$ cat config.mk
export PLATFORM = sky130hd
export DESIGN_NAME = ccf_device_end_flat
export DESIGN_NICKNAME = d
export VERILOG_FILES = /design/src/include/ccf_pkg.sv /design/src/include/ccf_link_if.sv /design/src/hdl/ccf_device_end.sv /design/src/flat_wrapper.sv
export SDC_FILE = /design/constraint.sdc
export NUM_CORES = 1
export LEC_CHECK = 0
export ABC_CLOCK_PERIOD_IN_PS = 4710
export BUFFER_PORTS_ARGS = -buffer_cell sky130_fd_sc_hd__buf_2
export CAP_MARGIN = 5
export CORE_UTILIZATION = 45
export CTS_BUF_LIST = sky130_fd_sc_hd__clkbuf_4
export CTS_CLUSTER_SIZE = 16
export DETAILED_ROUTE_END_ITERATION = 8
export PLACE_DENSITY = 0.63
export SYNTH_ARGS = -nofsm -noshare
export SYNTH_HDL_FRONTEND = slang
export SYNTH_SLANG_ARGS = --single-unit
$ cat constraint.sdc
create_clock -name clk -period 4.71 [get_ports clk]
set_input_delay 0.471 -clock clk [delete_from_list [all_inputs] [get_ports clk]]
set_output_delay 0.471 -clock clk [all_outputs]
set_load 0.03 [all_outputs]
$ cat src/include/ccf_pkg.sv
// Constants, command kinds and the frame checksum for the chain command codec.
// Assumes both ends run on one clock and move one byte per clock on the link.
package ccf_pkg;

  // ----------------------------------------------------------------
  // Initialisation byte layout
  // ----------------------------------------------------------------
  localparam int          INIT_FRAME_BIT = 7;
  localparam int          INIT_KIND_MSB  = 6;
  localparam int          INIT_KIND_LSB  = 4;
  localparam int          INIT_SIZE_MSB  = 2;
  localparam logic [2:0]  READ_SIZE      = 3'h0;
  localparam logic [7:0]  RSP_INIT_BASE  = 8'h00;
  localparam logic [7:0]  MAX_READ_M1    = 8'h7F;
  localparam int          MAX_WRITE      = 8;

  // ----------------------------------------------------------------
  // Checksum
  // ----------------------------------------------------------------
  localparam logic [15:0] CRC_INIT = 16'hFFFF;
  localparam logic [15:0] CRC_POLY = 16'hA001;
  localparam logic [15:0] CRC_GOOD = 16'h0000;

  typedef enum logic [2:0] {
    KIND_SINGLE_RD = 3'h0,
    KIND_SINGLE_WR = 3'h1,
    KIND_STACK_RD  = 3'h2,
    KIND_STACK_WR  = 3'h3,
    KIND_BCAST_RD  = 3'h4,
    KIND_BCAST_WR  = 3'h5,
    KIND_REVERSE_WR = 3'h6,
    KIND_UNUSED    = 3'h7
  } ccf_kind_e;

  // Bit-serial, LSB first; a whole frame plus its checksum leaves zero
  function automatic logic [15:0] ccf_crc_byte(input logic [15:0] crcIn,
                                               input logic [7:0]  dataIn);
    logic [15:0] acc;
    acc = crcIn ^ {8'h00, dataIn};
    for (int b = 0; b < 8; b++)
    begin
      acc = acc[0] ? ((acc >> 1) ^ CRC_POLY) : (acc >> 1);
    end
    return acc;
  endfunction

  function automatic logic ccf_is_read(input logic [2:0] kind);
    return (kind == KIND_SINGLE_RD) || (kind == KIND_STACK_RD) || (kind == KIND_BCAST_RD);
  endfunction

endpackage

$ cat src/include/ccf_link_if.sv
// Byte link between the host end and the device end.
// Assumes a common clock; each valid byte is taken on the edge it is high.
interface ccf_link_if;
  logic       cmdValid;
  logic [7:0] cmdByte;
  logic       rspValid;
  logic [7:0] rspByte;

  modport host   (output cmdValid, output cmdByte, input rspValid, input rspByte);
  modport device (input cmdValid, input cmdByte, output rspValid, output rspByte);
endinterface

$ cat src/hdl/ccf_device_end.sv
// Device end of the chain command codec: parses command frames, applies
// writes and sends read responses.
// Assumes register storage outside, read combinationally from regReadAddr,
// and a neighbour that pulses aboveFrameDone when the device above has sent.
//
// How it works
// RULE1 - Read command carries start address and count
// RULE2 - Read size field zero, at most 128
// RULE3 - Response length follows requested byte count
// RULE4 - Count byte is bytes minus one
// RULE5 - A write touches at most eight registers
// RULE6 - Write size field is bytes minus one
// RULE7 - Write bytes go to ascending addresses
// RULE8 - Unlock keys written in one command
// RULE9 - Single-device commands carry one address byte
// RULE10 - Stack and broadcast frames lack address byte
// RULE11 - Multi-byte broadcast write ends with checksum
// RULE12 - Stacked responses go highest address first
// RULE13 - Response: init, address, start, data, checksum
// RULE14 - Bad checksum means command is dropped
// RULE15 - Kind field selects write or read
// RULE16 - At most one response per command
// RULE17 - Diagnostic bit inverts response checksum
// RULE18 - Response data in ascending address order
module ccf_device_end
  import ccf_pkg::*;
(
  input  wire logic       clk,
  input  wire logic       reset_n,
  ccf_link_if.device      link,
  input  wire logic [7:0] deviceAddress,
  input  wire logic       isBase,
  input  wire logic       isStackTop,
  input  wire logic       aboveFrameDone,
  input  wire logic       invertResponseCrc,
  input  wire logic [7:0] regReadData,
  output logic            regWrite,
  output logic [15:0]     regWriteAddr,
  output logic [7:0]      regWriteData,
  output logic [15:0]     regReadAddr,
  output logic            crcError,
  output logic            frameError
);

  // ----------------------------------------------------------------
  // State
  // ----------------------------------------------------------------
  typedef enum logic [3:0] {
    RX_INIT, RX_DEV, RX_ADRH, RX_ADRL, RX_DATA, RX_CRCL, RX_CRCH,
    EXEC_WR, WAIT_ABOVE,
    TX_INIT, TX_DEV, TX_ADRH, TX_ADRL, TX_DATA, TX_CRCL, TX_CRCH
  } ccf_dev_state_e;

  ccf_dev_state_e state;
  logic [2:0]     kind;
  logic [2:0]     size;
  logic [7:0]     frameDev;
  logic [15:0]    startAddr;
  logic [7:0]     dataBuf [MAX_WRITE];
  logic [6:0]     idx;
  logic [15:0]    crc;
  logic           rspValid;
  logic [7:0]     rspByte;

  // ----------------------------------------------------------------
  // Decode
  // ----------------------------------------------------------------
  wire        byteIn      = link.cmdValid;
  wire [7:0]  inByte      = link.cmdByte;
  wire [15:0] crcNextRx   = ccf_crc_byte(crc, inByte);
  wire [2:0]  inKind      = inByte[INIT_KIND_MSB:INIT_KIND_LSB];
  wire        kindRead    = ccf_is_read(kind); // [RULE15]
  wire        isSingle    = (kind == KIND_SINGLE_RD) || (kind == KIND_SINGLE_WR); // [RULE9]
  wire        isStack     = (kind == KIND_STACK_RD) || (kind == KIND_STACK_WR);
  // Data bytes: a read carries one count byte, a write size+1 bytes
  wire [6:0]  lastIdx     = kindRead ? 7'h00 : {4'h0, size}; // [RULE6] [RULE5]
  wire [6:0]  readLast    = dataBuf[0][6:0]; // [RULE4]
  wire        readSizeBad = kindRead && ((size != READ_SIZE) || (dataBuf[0] > MAX_READ_M1)); // [RULE2]
  wire        addressed   = isSingle ? (frameDev == deviceAddress) : !(isStack && isBase);
  wire        crcGood     = (crcNextRx == CRC_GOOD);
  wire [15:0] crcNextTx   = ccf_crc_byte(crc, rspByte);
  wire [7:0]  crcOut      = crcNextTx[7:0] ^ {8{invertResponseCrc}}; // [RULE17]
  // Stack and broadcast reads wait for the device above unless this one is the top
  wire        mustWait    = (kind != KIND_SINGLE_RD) && !isStackTop; // [RULE12]

  // ----------------------------------------------------------------
  // Frame engine
  // ----------------------------------------------------------------
  always_ff @(posedge clk or negedge reset_n)
  begin
    if (!reset_n)
    begin
      state        <= RX_INIT;
      kind         <= KIND_SINGLE_RD;
      size         <= 3'h0;
      frameDev     <= 8'h00;
      startAddr    <= 16'h0000;
      idx          <= 7'h00;
      crc          <= CRC_INIT;
      rspValid     <= 1'b0;
      rspByte      <= 8'h00;
      regWrite     <= 1'b0;
      regWriteAddr <= 16'h0000;
      regWriteData <= 8'h00;
      regReadAddr  <= 16'h0000;
      crcError     <= 1'b0;
      frameError   <= 1'b0;
      for (int i = 0; i < MAX_WRITE; i++)
      begin
        dataBuf[i] <= 8'h00;
      end
    end
    else
    begin
      regWrite   <= 1'b0;
      crcError   <= 1'b0;
      frameError <= 1'b0;
      rspValid   <= 1'b0;
      unique case (state)
        RX_INIT:
          if (byteIn)
          begin
            if (!inByte[INIT_FRAME_BIT] || inKind == KIND_UNUSED)
            begin
              frameError <= 1'b1;
            end
            else
            begin
              kind  <= inKind;
              size  <= inByte[INIT_SIZE_MSB:0];
              idx   <= 7'h00;
              crc   <= ccf_crc_byte(CRC_INIT, inByte);
              state <= (inKind == KIND_SINGLE_RD || inKind == KIND_SINGLE_WR)
                       ? RX_DEV : RX_ADRH; // [RULE9] [RULE10]
            end
          end
        RX_DEV:
          if (byteIn)
          begin
            frameDev <= inByte;
            crc      <= crcNextRx;
            state    <= RX_ADRH;
          end
        RX_ADRH:
          if (byteIn)
          begin
            startAddr[15:8] <= inByte; // [RULE1]
            crc             <= crcNextRx;
            state           <= RX_ADRL;
          end
        RX_ADRL:
          if (byteIn)
          begin
            startAddr[7:0] <= inByte;
            crc            <= crcNextRx;
            state          <= RX_DATA;
          end
        RX_DATA:
          if (byteIn)
          begin
            dataBuf[idx[2:0]] <= inByte; // [RULE8]
            crc               <= crcNextRx;
            idx               <= idx + 7'h01;
            if (idx == lastIdx)
            begin
              state <= RX_CRCL; // [RULE11]
            end
          end
        RX_CRCL:
          if (byteIn)
          begin
            crc   <= crcNextRx;
            state <= RX_CRCH;
          end
        RX_CRCH:
          if (byteIn)
          begin
            idx <= 7'h00;
            if (!crcGood)
            begin
              crcError <= 1'b1; // [RULE14]
              state    <= RX_INIT;
            end
            else if (readSizeBad)
            begin
              frameError <= 1'b1; // [RULE2]
              state      <= RX_INIT;
            end
            else if (!addressed)
            begin
              state <= RX_INIT;
            end
            else if (!kindRead)
            begin
              state <= EXEC_WR; // [RULE15]
            end
            else
            begin
              state <= mustWait ? WAIT_ABOVE : TX_INIT; // [RULE12]
            end
          end
        EXEC_WR:
          begin
            regWrite     <= 1'b1;
            regWriteAddr <= startAddr + {9'h000, idx}; // [RULE7]
            regWriteData <= dataBuf[idx[2:0]];
            idx          <= idx + 7'h01;
            if (idx == lastIdx)
            begin
              state <= RX_INIT;
            end
          end
        WAIT_ABOVE:
          if (aboveFrameDone)
          begin
            state <= TX_INIT; // [RULE12]
          end
        TX_INIT:
          begin
            rspValid <= 1'b1;
            rspByte  <= RSP_INIT_BASE | {1'b0, readLast}; // [RULE13]
            crc      <= CRC_INIT;
            state    <= TX_DEV;
          end
        TX_DEV:
          begin
            rspValid <= 1'b1;
            rspByte  <= deviceAddress;
            crc      <= crcNextTx;
            state    <= TX_ADRH;
          end
        TX_ADRH:
          begin
            rspValid <= 1'b1;
            rspByte  <= startAddr[15:8];
            crc      <= crcNextTx;
            state    <= TX_ADRL;
          end
        TX_ADRL:
          begin
            rspValid    <= 1'b1;
            rspByte     <= startAddr[7:0];
            crc         <= crcNextTx;
            regReadAddr <= startAddr; // [RULE18]
            state       <= TX_DATA;
          end
        TX_DATA:
          begin
            rspValid    <= 1'b1;
            rspByte     <= regReadData; // [RULE3]
            crc         <= crcNextTx;
            regReadAddr <= regReadAddr + 16'h0001; // [RULE18]
            idx         <= idx + 7'h01;
            if (idx == readLast)
            begin
              state <= TX_CRCL;
            end
          end
        TX_CRCL:
          begin
            rspValid <= 1'b1;
            rspByte  <= crcOut[7:0]; // [RULE17]
            crc      <= crcNextTx;
            state    <= TX_CRCH;
          end
        TX_CRCH:
          begin
            rspValid <= 1'b1;
            rspByte  <= crc[15:8] ^ {8{invertResponseCrc}}; // [RULE17]
            state    <= RX_INIT; // [RULE16]
          end
      endcase
    end
  end

  // ----------------------------------------------------------------
  // Link drive
  // ----------------------------------------------------------------
  assign link.rspValid = rspValid;
  assign link.rspByte  = rspByte;

endmodule

$ cat src/flat_wrapper.sv
// flat-port wrapper written by rule: the top's interface ports become plain ports
module ccf_device_end_flat import ccf_pkg::*;
  (clk, reset_n, deviceAddress, isBase, isStackTop, aboveFrameDone, invertResponseCrc, regReadData, regWrite, regWriteAddr, regWriteData, regReadAddr, crcError, frameError, link_cmdValid, link_cmdByte, link_rspValid, link_rspByte);
  ccf_link_if link_i ();
  input  wire logic clk;
  input  wire logic reset_n;
  input  wire logic [7:0] deviceAddress;
  input  wire logic isBase;
  input  wire logic isStackTop;
  input  wire logic aboveFrameDone;
  input  wire logic invertResponseCrc;
  input  wire logic [7:0] regReadData;
  output logic regWrite;
  output logic [15:0] regWriteAddr;
  output logic [7:0] regWriteData;
  output logic [15:0] regReadAddr;
  output logic crcError;
  output logic frameError;
  input wire logic [$bits(link_i.cmdValid)-1:0] link_cmdValid;
  input wire logic [$bits(link_i.cmdByte)-1:0] link_cmdByte;
  output wire logic [$bits(link_i.rspValid)-1:0] link_rspValid;
  output wire logic [$bits(link_i.rspByte)-1:0] link_rspByte;
  assign link_i.cmdValid = link_cmdValid;
  assign link_i.cmdByte = link_cmdByte;
  assign link_rspValid = link_i.rspValid;
  assign link_rspByte = link_i.rspByte;
  ccf_device_end u_core (.clk(clk), .reset_n(reset_n), .link(link_i), .deviceAddress(deviceAddress), .isBase(isBase), .isStackTop(isStackTop), .aboveFrameDone(aboveFrameDone), .invertResponseCrc(invertResponseCrc), .regReadData(regReadData), .regWrite(regWrite), .regWriteAddr(regWriteAddr), .regWriteData(regWriteData), .regReadAddr(regReadAddr), .crcError(crcError), .frameError(frameError));
endmodule
==> summary.txt <==
Status
  – Status: complete, but fails checks
  – Failing checks: DRC, hold timing

Cells and area
  – Sequential cell area: 0.00435 mm2
  – Area of the multi-input gates: 0.00495 mm2
  – Post-layout util: 50.1%
  – Final std cells w/o fill: 1323
  – Layout cells sized above 1: 21.6%
  – Commonest non-fill, non-tap cell in the layout: dfrtp_1
  – Most frequent cells in the layout: dfrtp_1, nand2_1, o21ai_0, buf_2, mux2_2
  – Layout fillers: 2029
  – NumNets Final: 1080
  – Area Overhead vs Synth: 9.42%
  – Design Area, Final: 0.0105 mm2

Worst setup path
  – R2R depth: 13
  – Worst setup EP type: flip-flop
  – Critical Path AT: 4.53 ns
  – Slowest-stage cell, CP: dfstp_2
  – WP depth: 13
  – Critical path class: flip-flop to flip-flop
  – Crit path largest cell delay: 0.59 ns
  – CP endpoint: u_core.state[3]
  – Buf+Inv Stages, Crit Path: 0
  – Worst Setup Start Kind: flip-flop
  – Reg2reg end: u_core.state[3]
  – Crit path cell chain: xnor2_1 -> xnor2_1 -> xnor2_1 -> xnor2_1 -> xnor2_1 -> ha_1 -> or4b_2 -> nor3_1 -> nand3_1 -> nor4b_1 -> nand4_1 -> or4_1 -> nand2_1
  – CP Max Fanout: 5
  – Crit-path most repeated cell: xnor2_1
  – Worst reg2reg path startpoint: u_core.crc[3]
  – Worst Setup SP: u_core.crc[3]
  – Register-to-Register Setup Slack: 0.71 ns
  – Required @ worst endpoint: 5.24 ns
  – Critical path's top delay family: simple AND/OR/NAND/NOR gates

Floorplan
  – Cell row count: 53
  – # IOs: 83
  – Total die area: 0.0219 mm2
  – Die height: 148 um
  – Die W: 148 um
  – Core area: 0.0210 mm2
  – Initial Util: 45.8%

Drt
  – Total number of vias: 7612
  – First-pass DRT Iterations: 7
  – Routed length per placed instance: 20.8 um
  – Antenna Nets Post-Route: 0
  – Drt first-iter violations: 676
  – Total Wirelength: 27600 um
  – Average via count per standard cell: 5.75
  – Residual DRC: 1

Placement
  – Post-DP HPWL: 19700 um
  – Dpl cell area: 0.0102 mm2
  – Dpl ws: 0.435 ns
  – Buffers on Ports: 82
  – RePlAce Congestion: 0.915
  – Post-Place Cells: 1291

Timing
  – Final hold slack: -0.0105 ns
  – Tcrit/Tclk final: 84.9%
  – Normalized max-slew margin: 27.4%
  – Post-route setup TNS: 0 ns
  – Crit path setup slack, layout: 0.712 ns
  – Final Hold Viols: 4
  – Final Critical Period: 4.00 ns
  – Clock skew: 0.0229 ns
  – RSZ-0062 raised after global routing: no
  – Setup violators final: 0
  – Max Clk Rate: 0.250 GHz
  – Tightest Pin Transition: 1.08 ns
  – Final slew viol count: 0

Pwr
  – Power Density: 729 mW/mm2
  – P_leak: 0.00484 uW
  – Worst VDD drop: 0.426 mV

Synth
  – Synth unique cells: 66
  – Syn avg cell area: 9.80 um2
  – Sequential element share of the synthesized area: 45.3%
  – Top FF cell, synth: dfrtp_1
  – Cells after Synth: 980
  – Synthesized Nets: 1025
  – Async SR Flop Fraction: 100%
  – Post-Syn Area: 0.00960 mm2
  – Post-synth EDFFs: 0
  – Yosys reg bits: 173
  – Ys Warns: 0

Job
  – Max-cap violations: 0

Global route
  – Overall routing resource usage: 26.2%
  – Initial antenna violation count: 1
  – Largest net degree at the start of global routing: 100
  – First-pass GRT wire length: 42900 um
  – Vias in the first global route: 7167
  – Gr ovfl total: 0

Clocking
  – Reg clk slew, reported paths: 0.14 ns
  – CTS Buf Count: 17
  – Clk Latency, worst-skew pair: 0.60 ns
  – Num Clock Sinks: 173
  – Clock buffer depth: 2
  – Root Buffer: clkbuf_4
  – Setup Fix Bufs, Post-CTS: 0
  – H-tree depth: 4
  – Gates resized, CTS repair: 0
  – # hold bufs at CTS: 0
  – CTS tree: done

Min path
  – Worst Hold Class: input port to async pin
[per-stage QoR]
step | hold WS [ns] | total power, uW
after detailed placement | 0.465 | 6750
after floorplan | 0.175 | 5630
after global routing | 0.0396 | 8190
final | -0.0105 | 7660
after CTS | 0.00382 | 7640
after global placement | 0.455 | 6710
[report_power, final]
| part | switching (uW) | internal, uW | leakage, uW |
|---|---|---|---|
| Clock | 556 | 331 | 0.000145 |
| Sequential | 688 | 2000 | 0.00226 |
| Combinational | 2350 | 1730 | 0.00244 |
[logic make-up after synthesis]
family	share of synthesized area, %
and+or+nand+nor	13.6
xor gates and xnor gates	9.41
muxes	11.9
DFF	45.3
buffers and inverters	3.11
AOI/OAI and AO/OA	14.8
adders and majority gates	1.90
[worst reg2reg max path, delay by kind of cell, from the launching register on]
family                     cells  cell delay (ns)
adders and majority gates      1             0.17
and+or+nand+nor                7             1.93
DFF                            1             0.59
xor gates and xnor gates       5             1.25
[per-layer routing]
layer  wire [um]  share of wire (%)  GRT usage (%)  vias up
met5           0                  0              0        -
met4         465                1.7           6.24        0
met2       12300                 45           39.1      234
met3        1570                5.7           5.28       31
met1       13200                 48           38.7     3761
li1            -                  -              -     3586
[cell usage after synthesis, types with 2 or more instances]
cell	count	area [um2]
dfrtp_1	157	3930
nand2_1	134	503
o21ai_0	94	470
mux2_2	80	901
xnor2_1	65	569
nor2_1	54	203
clkbuf_1	43	161
a21oi_1	42	210
xor2_1	31	272
nand3_1	28	140
inv_1	22	82.6
o22ai_1	22	138
mux2i_1	17	170
dfstp_2	16	420
and3_1	15	93.8
ha_1	13	163
nor3_1	13	65.1
a221oi_1	10	87.6
a22oi_1	8	60.1
nand4_1	8	50.1
a21o_1	7	52.6
a311oi_1	7	61.3
and2_1	7	43.8
nand2b_1	7	43.8
o211a_1	7	70.1
buf_1	5	18.8
buf_2	5	25.0
nor2b_1	5	31.3
o22a_1	4	35.0
a22o_1	3	26.3
mux4_2	3	67.6
nor4_1	3	18.8
or2_2	3	18.8
or4_1	3	22.5
a211o_1	2	17.5
a21boi_0	2	15.0
a221o_1	2	20.0
a31oi_1	2	12.5
nor3b_1	2	15.0
o31ai_1	2	15.0
o32a_1	2	20.0
[flip-flops by register name, indices dropped and copies added (netlist names), 3 cells and up]
signal	count
u_core.crc	16
u_core.dataBuf	64
u_core.frameDev	8
u_core.idx	7
u_core.kind	3
u_core.link.rspByte	8
u_core.regReadAddr	16
u_core.regWriteAddr	16
u_core.regWriteData	8
u_core.size	3
u_core.startAddr	16
u_core.state	4
[worst min path at each step]
stage	start	to	cells past startpoint	slack [ns]
final	reset_n	u_core.regWriteAddr[0]	1	-0.01
after CTS	reset_n	u_core.regWriteAddr[0]	1	0.004
after floorplan	reset_n	u_core.crcError	0	0.18
after global placement	u_core.regWriteAddr[0]	u_core.regWriteAddr[0]	2	0.45
after global routing	reset_n	u_core.regWriteAddr[0]	1	0.04
after detailed placement	u_core.regWriteAddr[9]	u_core.regWriteAddr[9]	2	0.46
[final cells by class]
type / count / area share [%]
Clock buffer: 19 / 1.36
Sequential cell: 173 / 41.4
Timing Repair Buffer: 90 / 4.66
Clock inverter: 12 / 1.32
Inverter: 23 / 0.822
Tap cell: 275 / 3.28
Multi-Input combinational cell: 730 / 47.1
Antenna cell: 1 / 0.0238
(Power assumes the default switching activity.)
